===== src/hw/hobd_pkg.sv =====
// Package: offsets, field positions, defaults and timer counts of the option decoder
package hobd_pkg;
    // ************************************************************
    // Configuration byte offsets
    // ************************************************************
    localparam logic [3:0] OFS_PRIMARY = 4'h6;
    localparam logic [3:0] OFS_SECONDARY = 4'h7;
    localparam logic [3:0] OFS_FIXED_MAP = 4'h8;
    localparam logic [3:0] OFS_SP_OFF = 4'h9;
    localparam logic [3:0] OFS_BP_OFF = 4'ha;
    // ************************************************************
    // Field positions
    // ************************************************************
    localparam int B_PWR_SRC = 7;
    localparam int B_LED = 6;
    localparam int B_FAST_OFF = 5;
    localparam int B_TT = 4;
    localparam int B_EOP_OFF = 3;
    localparam int B_SNS_HI = 2;
    localparam int B_SNS_LO = 1;
    localparam int B_SWITCH = 0;
    localparam int B_DYNAMIC = 7;
    localparam int B_DLY_HI = 5;
    localparam int B_DLY_LO = 4;
    localparam int B_COMPOUND = 3;
    // Only ports 1..3 are real; everything else in a port byte is reserved
    localparam logic [7:0] PORT_MASK = 8'h0e;
    localparam logic [7:0] SEC_MASK = 8'hb8;
    // ************************************************************
    // Reset values (self-powered default set)
    // ************************************************************
    localparam logic [7:0] RST_PRIMARY = 8'h98;
    localparam logic [7:0] RST_SECONDARY = 8'h90;
    localparam logic [7:0] RST_PORT = 8'h00;
    // ************************************************************
    // Over-current delay: times in microseconds at 50 MHz
    // ************************************************************
    localparam int CLK_MHZ = 50;
    localparam int DLY0_US = 100;
    localparam int DLY1_US = 2000;
    localparam int DLY2_US = 4000;
    localparam int DLY3_US = 6000;
    localparam int DLY0_CYC = DLY0_US * CLK_MHZ;
    localparam int DLY1_CYC = DLY1_US * CLK_MHZ;
    localparam int DLY2_CYC = DLY2_US * CLK_MHZ;
    localparam int DLY3_CYC = DLY3_US * CLK_MHZ;
    localparam int DLY_W = 19;
endpackage : hobd_pkg


===== src/hw/hobd_cfg_if.sv =====
// Interface: stored option bytes and local power sense to power decision logic, power state back
`timescale 1ns/10ps
interface hobd_cfg_if;
    logic [7:0] primary;
    logic [7:0] secondary;
    logic local_power;
    logic self_powered;
    modport src (output primary, output secondary, output local_power, input self_powered);
    modport dst (input primary, input secondary, input local_power, output self_powered);
endinterface : hobd_cfg_if


===== src/hw/hobd_power_sel.sv =====
// Power source decision: option bit or local power sense under dynamic switching
`timescale 1ns/10ps
module hobd_power_sel (
    hobd_cfg_if.dst cfg // Option bytes in, power state out
);
    wire dyn_en = cfg.secondary[hobd_pkg::B_DYNAMIC];
    // Under dynamic switching the sense pin overrides the option bit
    assign cfg.self_powered = dyn_en ? cfg.local_power
                                     : cfg.primary[hobd_pkg::B_PWR_SRC];
endmodule : hobd_power_sel


===== src/hw/hub_option_byte_decoder.sv =====
// Hub option byte decoder: loads option bytes 6..A and drives hub core controls
// What this block does
// - Primary bit 7 selects bus (0) or self (1) power.
// - With dynamic switching on, local power sense decides power mode.
// - Primary bit 6 reports indicator LEDs present.
// - Primary bit 5 set forces full-speed only attachment.
// - Primary bit 4 selects shared or per-port translators.
// - Primary bit 3 clear enables end-of-frame EOP; set suppresses it.
// - Primary bits 2:1 set ganged, per-port or no over-current sensing.
// - Primary bit 0 selects ganged or per-port power switching.
// - Secondary bit 7 enables fallback to bus power and return.
// - Secondary bits 5:4 pick over-current delay 0.1, 2, 4, 6 ms.
// - Secondary bit 3 flags compound device.
// - Fixed port map bits 1..3 mark non-removable ports; others zero.
// - Self-powered mask bits 1..3 disable ports; others read zero.
// - Fixed port map applies only for a compound device.
// - Configuration is loaded before attaching upstream.
// - Bus-powered mask disables ports in bus-powered operation.
`timescale 1ns/10ps
module hub_option_byte_decoder (
    input wire logic i_clk, // 50 MHz system clock
    input wire logic i_arst_n, // Async reset, active low
    input wire logic i_cfg_we, // Byte write strobe from loader
    input wire logic [3:0] i_cfg_addr, // Configuration byte offset
    input wire logic [7:0] i_cfg_wdata, // Byte written
    input wire logic i_cfg_done, // Loader finished all bytes
    input wire logic i_local_power_sense_pin, // Local supply present
    input wire logic i_overload_raw, // Raw over-current event, any port
    output logic [7:0] o_cfg_rdata, // Read data for i_cfg_addr
    output logic o_attach_en, // Allowed to attach upstream
    output logic o_self_powered, // Current power state
    output logic o_indicator_led_present, // LED indicators fitted
    output logic o_fast_mode_off, // Full-speed only
    output logic o_per_port_translator_en, // One translator per port
    output logic o_frame_end_packet_off, // EOP at EOF1 suppressed
    output logic [1:0] o_overload_sense_mode, // 00 ganged, 01 per port, 1x none
    output logic o_port_switch_mode, // 1 per-port power switching
    output logic o_compound, // Part of compound device
    output logic [3:1] o_fixed_ports, // Non-removable ports in effect
    output logic [3:1] o_port_off, // Ports disabled for current power mode
    output logic o_overload_flag // Over-current persisted for the delay
);
    // ************************************************************
    // Option byte storage
    // ************************************************************
    logic [7:0] prim_q;
    logic [7:0] sec_q;
    logic [7:0] fixed_port_map_q;
    logic [7:0] self_power_port_off_mask_q;
    logic [7:0] bus_power_port_off_mask_q;
    logic loaded_q;

    // ************************************************************
    // Write decode
    // ************************************************************
    wire wr_prim = i_cfg_we && (i_cfg_addr == hobd_pkg::OFS_PRIMARY);
    wire wr_sec = i_cfg_we && (i_cfg_addr == hobd_pkg::OFS_SECONDARY);
    wire wr_fix = i_cfg_we && (i_cfg_addr == hobd_pkg::OFS_FIXED_MAP);
    wire wr_sp = i_cfg_we && (i_cfg_addr == hobd_pkg::OFS_SP_OFF);
    wire wr_bp = i_cfg_we && (i_cfg_addr == hobd_pkg::OFS_BP_OFF);
    // Reserved positions are dropped on write so they can never steer anything
    wire [7:0] sec_w = i_cfg_wdata & hobd_pkg::SEC_MASK;
    wire [7:0] port_w = i_cfg_wdata & hobd_pkg::PORT_MASK;

    // Primary byte has no reserved bits, so it is kept whole
    always_ff @(posedge i_clk or negedge i_arst_n) begin
        if (!i_arst_n) prim_q <= hobd_pkg::RST_PRIMARY;
        else if (wr_prim) prim_q <= i_cfg_wdata;
    end

    always_ff @(posedge i_clk or negedge i_arst_n) begin
        if (!i_arst_n) sec_q <= hobd_pkg::RST_SECONDARY;
        else if (wr_sec) sec_q <= sec_w;
    end

    always_ff @(posedge i_clk or negedge i_arst_n) begin
        if (!i_arst_n) fixed_port_map_q <= hobd_pkg::RST_PORT;
        else if (wr_fix) fixed_port_map_q <= port_w;
    end

    always_ff @(posedge i_clk or negedge i_arst_n) begin
        if (!i_arst_n) self_power_port_off_mask_q <= hobd_pkg::RST_PORT;
        else if (wr_sp) self_power_port_off_mask_q <= port_w;
    end

    always_ff @(posedge i_clk or negedge i_arst_n) begin
        if (!i_arst_n) bus_power_port_off_mask_q <= hobd_pkg::RST_PORT;
        else if (wr_bp) bus_power_port_off_mask_q <= port_w;
    end

    // Attach only once the loader has delivered the bytes; held until reset
    always_ff @(posedge i_clk or negedge i_arst_n) begin
        if (!i_arst_n) loaded_q <= 1'b0;
        else if (i_cfg_done) loaded_q <= 1'b1;
    end

    // ************************************************************
    // Read-back
    // ************************************************************
    logic [7:0] rd_mux;
    always_comb begin
        if (i_cfg_addr == hobd_pkg::OFS_PRIMARY) rd_mux = prim_q;
        else if (i_cfg_addr == hobd_pkg::OFS_SECONDARY) rd_mux = sec_q;
        else if (i_cfg_addr == hobd_pkg::OFS_FIXED_MAP) rd_mux = fixed_port_map_q;
        else if (i_cfg_addr == hobd_pkg::OFS_SP_OFF) rd_mux = self_power_port_off_mask_q;
        else if (i_cfg_addr == hobd_pkg::OFS_BP_OFF) rd_mux = bus_power_port_off_mask_q;
        else rd_mux = 8'h00;
    end

    // ************************************************************
    // Power mode decision
    // ************************************************************
    hobd_cfg_if cfg_bus ();
    assign cfg_bus.primary = prim_q;
    assign cfg_bus.secondary = sec_q;
    assign cfg_bus.local_power = i_local_power_sense_pin;
    hobd_power_sel u_power_sel (
        .cfg(cfg_bus)
    );
    wire self_mode = cfg_bus.self_powered;

    // ************************************************************
    // Over-current delay timer
    // ************************************************************
    function automatic logic [hobd_pkg::DLY_W-1:0] dly_cycles(input logic [1:0] sel);
        case (sel)
            2'b00: dly_cycles = hobd_pkg::DLY_W'(hobd_pkg::DLY0_CYC);
            2'b01: dly_cycles = hobd_pkg::DLY_W'(hobd_pkg::DLY1_CYC);
            2'b10: dly_cycles = hobd_pkg::DLY_W'(hobd_pkg::DLY2_CYC);
            default: dly_cycles = hobd_pkg::DLY_W'(hobd_pkg::DLY3_CYC);
        endcase
    endfunction : dly_cycles

    wire [1:0] overload_delay_sel = sec_q[hobd_pkg::B_DLY_HI:hobd_pkg::B_DLY_LO];
    // Code 1x with self power is not refused here; keeping it legal is the source's duty
    wire sense_off = prim_q[hobd_pkg::B_SNS_HI];
    wire [hobd_pkg::DLY_W-1:0] dly_lim = dly_cycles(overload_delay_sel);
    logic [hobd_pkg::DLY_W-1:0] oc_cnt_q;
    logic [hobd_pkg::DLY_W-1:0] oc_cnt_d;
    // Event must persist the full delay; any gap restarts the count
    wire oc_active = i_overload_raw && !sense_off;
    // Count saturates at the limit so the flag stays up for as long as the fault lasts
    assign oc_cnt_d = !oc_active ? '0
                    : (oc_cnt_q == dly_lim) ? oc_cnt_q
                    : oc_cnt_q + 1'b1;

    always_ff @(posedge i_clk or negedge i_arst_n) begin
        if (!i_arst_n) oc_cnt_q <= '0;
        else oc_cnt_q <= oc_cnt_d;
    end

    // ************************************************************
    // Decoded controls
    // ************************************************************
    wire compound = sec_q[hobd_pkg::B_COMPOUND];
    wire [3:1] fixed_d = compound ? fixed_port_map_q[3:1] : 3'h0;
    wire [3:1] off_d = self_mode ? self_power_port_off_mask_q[3:1]
                                : bus_power_port_off_mask_q[3:1];

    // ************************************************************
    // Registered outputs: read-back and attach
    // ************************************************************
    always_ff @(posedge i_clk or negedge i_arst_n) begin
        if (!i_arst_n) o_cfg_rdata <= 8'h00;
        else o_cfg_rdata <= rd_mux;
    end

    // Attach trails the load by one edge so every decoded control has settled first
    always_ff @(posedge i_clk or negedge i_arst_n) begin
        if (!i_arst_n) o_attach_en <= 1'b0;
        else o_attach_en <= loaded_q;
    end

    // ************************************************************
    // Registered outputs: power state and port maps
    // ************************************************************
    always_ff @(posedge i_clk or negedge i_arst_n) begin
        if (!i_arst_n) begin
            o_self_powered <= 1'b0;
            o_compound <= 1'b0;
        end else begin
            o_self_powered <= self_mode;
            o_compound <= compound;
        end
    end

    // Port maps follow the power state on the same edge, so the two never disagree
    always_ff @(posedge i_clk or negedge i_arst_n) begin
        if (!i_arst_n) begin
            o_fixed_ports <= 3'h0;
            o_port_off <= 3'h0;
        end else begin
            o_fixed_ports <= fixed_d;
            o_port_off <= off_d;
        end
    end

    // ************************************************************
    // Registered outputs: primary option bits
    // ************************************************************
    always_ff @(posedge i_clk or negedge i_arst_n) begin
        if (!i_arst_n) begin
            o_indicator_led_present <= 1'b0;
            o_fast_mode_off <= 1'b0;
            o_per_port_translator_en <= 1'b0;
            o_frame_end_packet_off <= 1'b0;
            o_overload_sense_mode <= 2'h0;
            o_port_switch_mode <= 1'b0;
        end else begin
            o_indicator_led_present <= prim_q[hobd_pkg::B_LED];
            o_fast_mode_off <= prim_q[hobd_pkg::B_FAST_OFF];
            o_per_port_translator_en <= prim_q[hobd_pkg::B_TT];
            o_frame_end_packet_off <= prim_q[hobd_pkg::B_EOP_OFF];
            o_overload_sense_mode <= prim_q[hobd_pkg::B_SNS_HI:hobd_pkg::B_SNS_LO];
            o_port_switch_mode <= prim_q[hobd_pkg::B_SWITCH];
        end
    end

    // ************************************************************
    // Registered outputs: over-current flag
    // ************************************************************
    always_ff @(posedge i_clk or negedge i_arst_n) begin
        if (!i_arst_n) o_overload_flag <= 1'b0;
        else o_overload_flag <= oc_active && (oc_cnt_q == dly_lim);
    end
endmodule : hub_option_byte_decoder


===== config.mk =====
export PLATFORM = sky130hd
export DESIGN_NAME = hub_option_byte_decoder
export DESIGN_NICKNAME = d
export VERILOG_FILES = /design/src/hw/hobd_pkg.sv /design/src/hw/hobd_cfg_if.sv /design/src/hw/hobd_power_sel.sv /design/src/hw/hub_option_byte_decoder.sv
export SDC_FILE = /design/constraint.sdc
export NUM_CORES = 1
export LEC_CHECK = 0
export ABC_AREA = 1
export BUFFER_PORTS_ARGS = -buffer_cell sky130_fd_sc_hd__clkbuf_2
export CORE_AREA = 10 10 92 94
export DETAILED_ROUTE_END_ITERATION = 8
export DIE_AREA = 0 0 102 104
export PLACE_DENSITY = 0.72
export SYNTH_ARGS = -nofsm -noshare
export SYNTH_HDL_FRONTEND = slang
export SYNTH_SLANG_ARGS = --single-unit
export TNS_END_PERCENT = 5

===== constraint.sdc =====
create_clock -name i_clk -period 1.82 [get_ports i_clk]
set_input_delay 0.273 -clock i_clk [delete_from_list [all_inputs] [get_ports i_clk]]
set_output_delay 0.273 -clock i_clk [all_outputs]
set_load 0.005 [all_outputs]

# After elaboration in Yosys (flattened, before gate mapping)
# Index checks and enable logic that the tools add are counted.
[word_totals] inputBits=18 reg_bits=66
[op_classes] add_sub_neg=1 mux=11 eq_ne=9 reduce_logical=9
[op_table] operator="$pmux W19 S3" count=1
[op_table] operator="$mux W19" count=2
[op_table] operator="$mux W8" count=3
[op_table] operator="$add A19 B1 Y19 const B" count=1
[op_table] operator="$eq A19 B19 Y1" count=1
[op_table] operator="$eq A4 B4 Y1 const B" count=3
[op_table] operator="$eq A4 B3 Y1 const B" count=2
[op_table] operator="$mux W4" count=2
[op_table] operator="$logic_and A1 B1 Y1" count=7
[op_table] operator="$mux W3" count=2
[op_table] operator="$eq A2 B1 Y1 const B" count=1
[op_table] operator="$eq A2 B2 Y1 const B" count=1
[op_table] operator="$logic_not A2 Y1" count=1
[op_table] operator="$ne A2 B2 Y1 const B" count=1
[op_table] operator="$logic_not A1 Y1" count=1
[op_table] operator="$mux W1" count=1

# Longest topological paths before layout
[depth] depth_word=6 mapped_depth=12

# By module
# Synthesis repeated with hierarchy kept, for this count alone.
[hier_totals] cells_unflattened=403 area_unflattened_um2=3338.2
[by_module_without_submodules] module="hub_option_byte_decoder" n_inst=1 area_each_um2=3323.2 seq_area_each_um2=1657.8 cells_per_inst=399
[by_module_without_submodules] module="hobd_power_sel" n_inst=1 area_each_um2=15.0 seq_area_each_um2=0.0 cells_per_inst=4

# Worst setup path before layout
# Ideal clock, no wire load.
[synth_timing] kind="reg2reg" startpoint="reg sec_q[4], in the netlist cfg_bus.secondary[4]" endpoint="reg oc_cnt_q[0] (netlist name)" slack_ns=0.125 arrival_time_ns=1.577 t_required_ns=1.703 period_less_slack_ns=1.695 stages_incl_launch_ff=12 path_cell_list="dfstp_2 inv_1 ha_1 buf_2 inv_2 nand3_1 nand2_1 nand2_1 nor2_1 nand2_1 nand3_1 nand2_1"
[synth_via] elab_chain_len=4 word_cells_on_any_way=6 classes_between="4 x eq/ne; 1 x mux; 1 x reduce/logical"
[synth_rtl] item="start: declaration" line="hub_option_byte_decoder.sv:47" text="logic [7:0] sec_q;"
[synth_rtl] item="start signal: assignment" line="hub_option_byte_decoder.sv:72" text="if (!i_arst_n) sec_q <= hobd_pkg::RST_SECONDARY;"
[synth_rtl] item="start signal: assignment" line="hub_option_byte_decoder.sv:73" text="else if (wr_sec) sec_q <= sec_w;"
[synth_rtl] item="$eq A2 B2 Y1, or another cell as far along" line="hub_option_byte_decoder.sv:126" text="case (sel)"
[synth_rtl] item="$pmux W19 S3 *" line="hub_option_byte_decoder.sv:126"
[synth_rtl] item="$eq A19 B19 Y1 *" line="hub_option_byte_decoder.sv:144" text=": (oc_cnt_q == dly_lim) ? oc_cnt_q"
[synth_rtl] item="$ne A2 B2 Y1 (no source line) *"
[synth_rtl] item="end signal: assignment" line="hub_option_byte_decoder.sv:149" text="else oc_cnt_q <= oc_cnt_d;"
[synth_rtl] item="end: declaration" line="hub_option_byte_decoder.sv:138" text="logic [hobd_pkg::DLY_W-1:0] oc_cnt_q;"
# Mark *: on every way between the ends. The rest lies on a longest branch, timed or not.
# A chain may end at the register's enable or synchronous reset.

# Worst setup path in the final report
[layout_timing] startpoint="reg sec_q[4], in the netlist cfg_bus.secondary[4]" endpoint="reg oc_cnt_q[2] (netlist name)"
# The elaborated chain is that of the path after synthesis.

==> qor.txt <==
Avg WL per Cell = 14.3 µm
Final period util = 0.916
worst hold path type = in -> reg
Sw Share = 0.293
Area Overhead vs Synth = 19.9%
Syn Nets = 418
port bufs = 42
Die W = 102 µm
Comb power frac = 0.194
FFs w/ async S/R, synth = 1.00
P_sw = 1200 µW
register area share after synthesis = 0.508
outcome = finished, final reports clean
vias in the first global route = 2,849
crit path max fanout = 5
gr usage total = 0.156
Crit path arrival time = 1.91 ns
Power Total = 4090 µW
Pre-antenna DRT Iters = 6
DP Area = 0.00359 mm²
via count = 2,691
initial core utilization = 0.488
Nets = 473
first-pass GRT wire length = 13.3 mm
pre-CTS WS = 0.0621 ns
Clock Power Share = 0.371
clock sinks = 66
cells along the critical path = buf_6, ha_1, inv_1, nand2_1, nand2_1, nor2_1, nand2_1, nor2_1, nand3_1, nand3_1, inv_1
postcts setup bufs = 0
startpoint types = flip-flop
area of the multi-input gates = 0.00142 mm²
Final setup violation count = 0
DIE HEIGHT = 104 µm
Clock Tree Buf Depth = 2
Worst EP required = 2.07 ns
antenna viol nets, final = 0
static leakage = 0.00196 µW
mean post-synth cell area = 8.28 µm²
Tmin final = 1.67 ns
die area = 0.0106 mm²
Flop pwr share = 0.436
top cell type by total area after synthesis = dfrtp_1
layout cells sized above 1 = 0.262
Crit Path Class = reg -> reg
largest net degree at the start of global routing = 67
top-area cell type share of the netlist area = 0.468
Worst-Margin Slew = 0.507 ns
Power Dens Cells = 1040 mW/mm²
GPL Wtd Cong = 0.880
MaxCap Viol Count = 0
Internal = 2890 µW
final hold viol count = 0
Max Clock Skew = 0.0154 ns
Overflow after GRT = 0
clock-pin slew on the worst setup and hold paths = 0.08 ns
Cell Rows = 30
Ports = 43
Crit path max-delay family = simple AND/OR/NAND/NOR gates
top post-synthesis cells by count = nand2_1 (100), dfrtp_1 (61), inv_1 (52)
Post-synth EDFFs = 0
slowest CP cell = dfstp_2
CP max stage delay = 0.55 ns
number of buffers and inverters on the critical path = 3
clock latency on the worst-skew pair = 0.35 ns
top cells by area, synth = dfrtp_1 (47%), nand2_1 (12%), inv_1 (6.0%), nor2_1 (5.1%), dfstp_2 (4.0%)
clk root buf = clkbuf_8
Iteration-0 DRC Markers = 124
Fillers = 607
core region area = 0.00668 mm²
post-DP HPWL = 5.61 mm
Final WS setup = 0.153 ns
post-route cell area = 0.00391 mm²
fmax = 600 MHz
H-tree lvl count = 3
Post-Synthesis Cells = 394
Crit path top cell by count = nand2_1
initial antenna violation count = 0
max-slew violations = 0
area taken by flip-flops and latches = 0.00166 mm²
routed wire length = 7.64 mm
Yosys reg bits = 66
CTS tree = done
VDD IR-drop max = 0.545 mV
Yosys cell types = 32
Synth warnings = 0
Cell Area, Synth = 0.00326 mm²
vias per cell = 5.04
CP Capture Type = flip-flop
Post-route DRC = 0
Most used DFF post-synth = dfrtp_1
worst relative slew slack = 0.659
antenna cells = 0
most numerous cell in the Yosys netlist = nand2_1
CTS Buf Count = 9
Hold Worst Slack = 0.105 ns
[layer usage]
| layer | up-vias | share of wire | global-route usage |
|---|---|---|---|
| met4 | 0 | 0.015 | 0.0655 |
| met1 | 1262 | 0.44 | 0.195 |
| li1 | 1351 | - | - |
| met5 | - | 0 | 0 |
| met2 | 67 | 0.49 | 0.248 |
| met3 | 11 | 0.050 | 0.0405 |
[flip-flops by register name, indices dropped and copies added, names as in the netlist, 2 cells and up]
register                    count
oc_cnt_q                       19
cfg_bus.primary                 8
o_cfg_rdata                     8
cfg_bus.secondary               4
bus_power_port_off_mask_q       3
fixed_port_map_q                3
o_fixed_ports                   3
o_port_off                      3
self_power_port_off_mask_q      3
o_overload_sense_mode           2
[power groups by stage]
stage | logic (µW) | clock network, µW | registers (µW)
floorplan | 430 | 0 | 1790
global placement | 711 | 0 | 1790
detailed placement | 723 | 0 | 1800
CTS | 729 | 1530 | 1780
global route | 910 | 1610 | 1810
finish | 791 | 1510 | 1780
[layout by cell type, fill, tap and decap left out, drive strengths merged]
master and count:
dfrtp 61, o2111ai 2, and2 1, clkbuf 51
clkinvlp 1, buf 6, bufinv 3, clkinv 2
nand2 108, inv 58, nand3 25, or2 1
o21ai 39, nor3 7, dfstp 5, o21a 1
nand4 4, ha 6, a21oi 14, nor2 51
dlygate4sd3 1, nor3b 1, xor2 6
[per-stage QoR]
step | util | TNS, ns | instances
floorplan | - | 0 | 394
global placement | 0.538 | 0 | 517
detailed placement | 0.538 | 0 | 517
CTS | 0.575 | 0 | 534
global route | 0.586 | -0.00239 | 534
finish | 0.586 | 0 | 534
[layout make-up]
| class | instances | share of cell area |
|---|---|---|
| clock inverters | 6 | 0.0294 |
| flip-flops and latches | 66 | 0.424 |
| well taps | 80 | 0.0256 |
| repair buffers | 48 | 0.0700 |
| inverters | 58 | 0.0563 |
| multi-input cells | 266 | 0.362 |
| clock buffers | 10 | 0.0326 |
[final timing paths]
path,start,end,slack [ns],cells past startpoint
min reg2reg,loaded_q,o_attach_en,0.38,0
min,i_cfg_done,loaded_q,0.11,2
max reg2reg,cfg_bus.secondary[4],oc_cnt_q[2],0.15,11
max,cfg_bus.secondary[4],oc_cnt_q[2],0.15,11
min in group asynchronous,i_arst_n,oc_cnt_q[9],0.43,3
max in group asynchronous,i_arst_n,cfg_bus.primary[7],1.03,3
[logic make-up after synthesis]
| group | Yosys count | share of synthesized area |
|---|---|---|
| xor gates and xnor gates | 6 | 0.0161 |
| and+or+nand+nor | 198 | 0.277 |
| buffers and inverters | 62 | 0.0763 |
| adders and majority gates | 6 | 0.0230 |
| DFF | 66 | 0.508 |
| AOI/OAI and AO/OA | 56 | 0.0993 |
[what timing repair did]
| action | in CTS | in global routing |
|---|---|---|
| setup endpoints to repair | 0 | 4 |
| gates resized for setup | 0 | 21 |
| hold buffers | 1 | 0 |
| hold endpoints to repair | 61 | 0 |
Note: power is estimated with default switching activity, not from simulation.
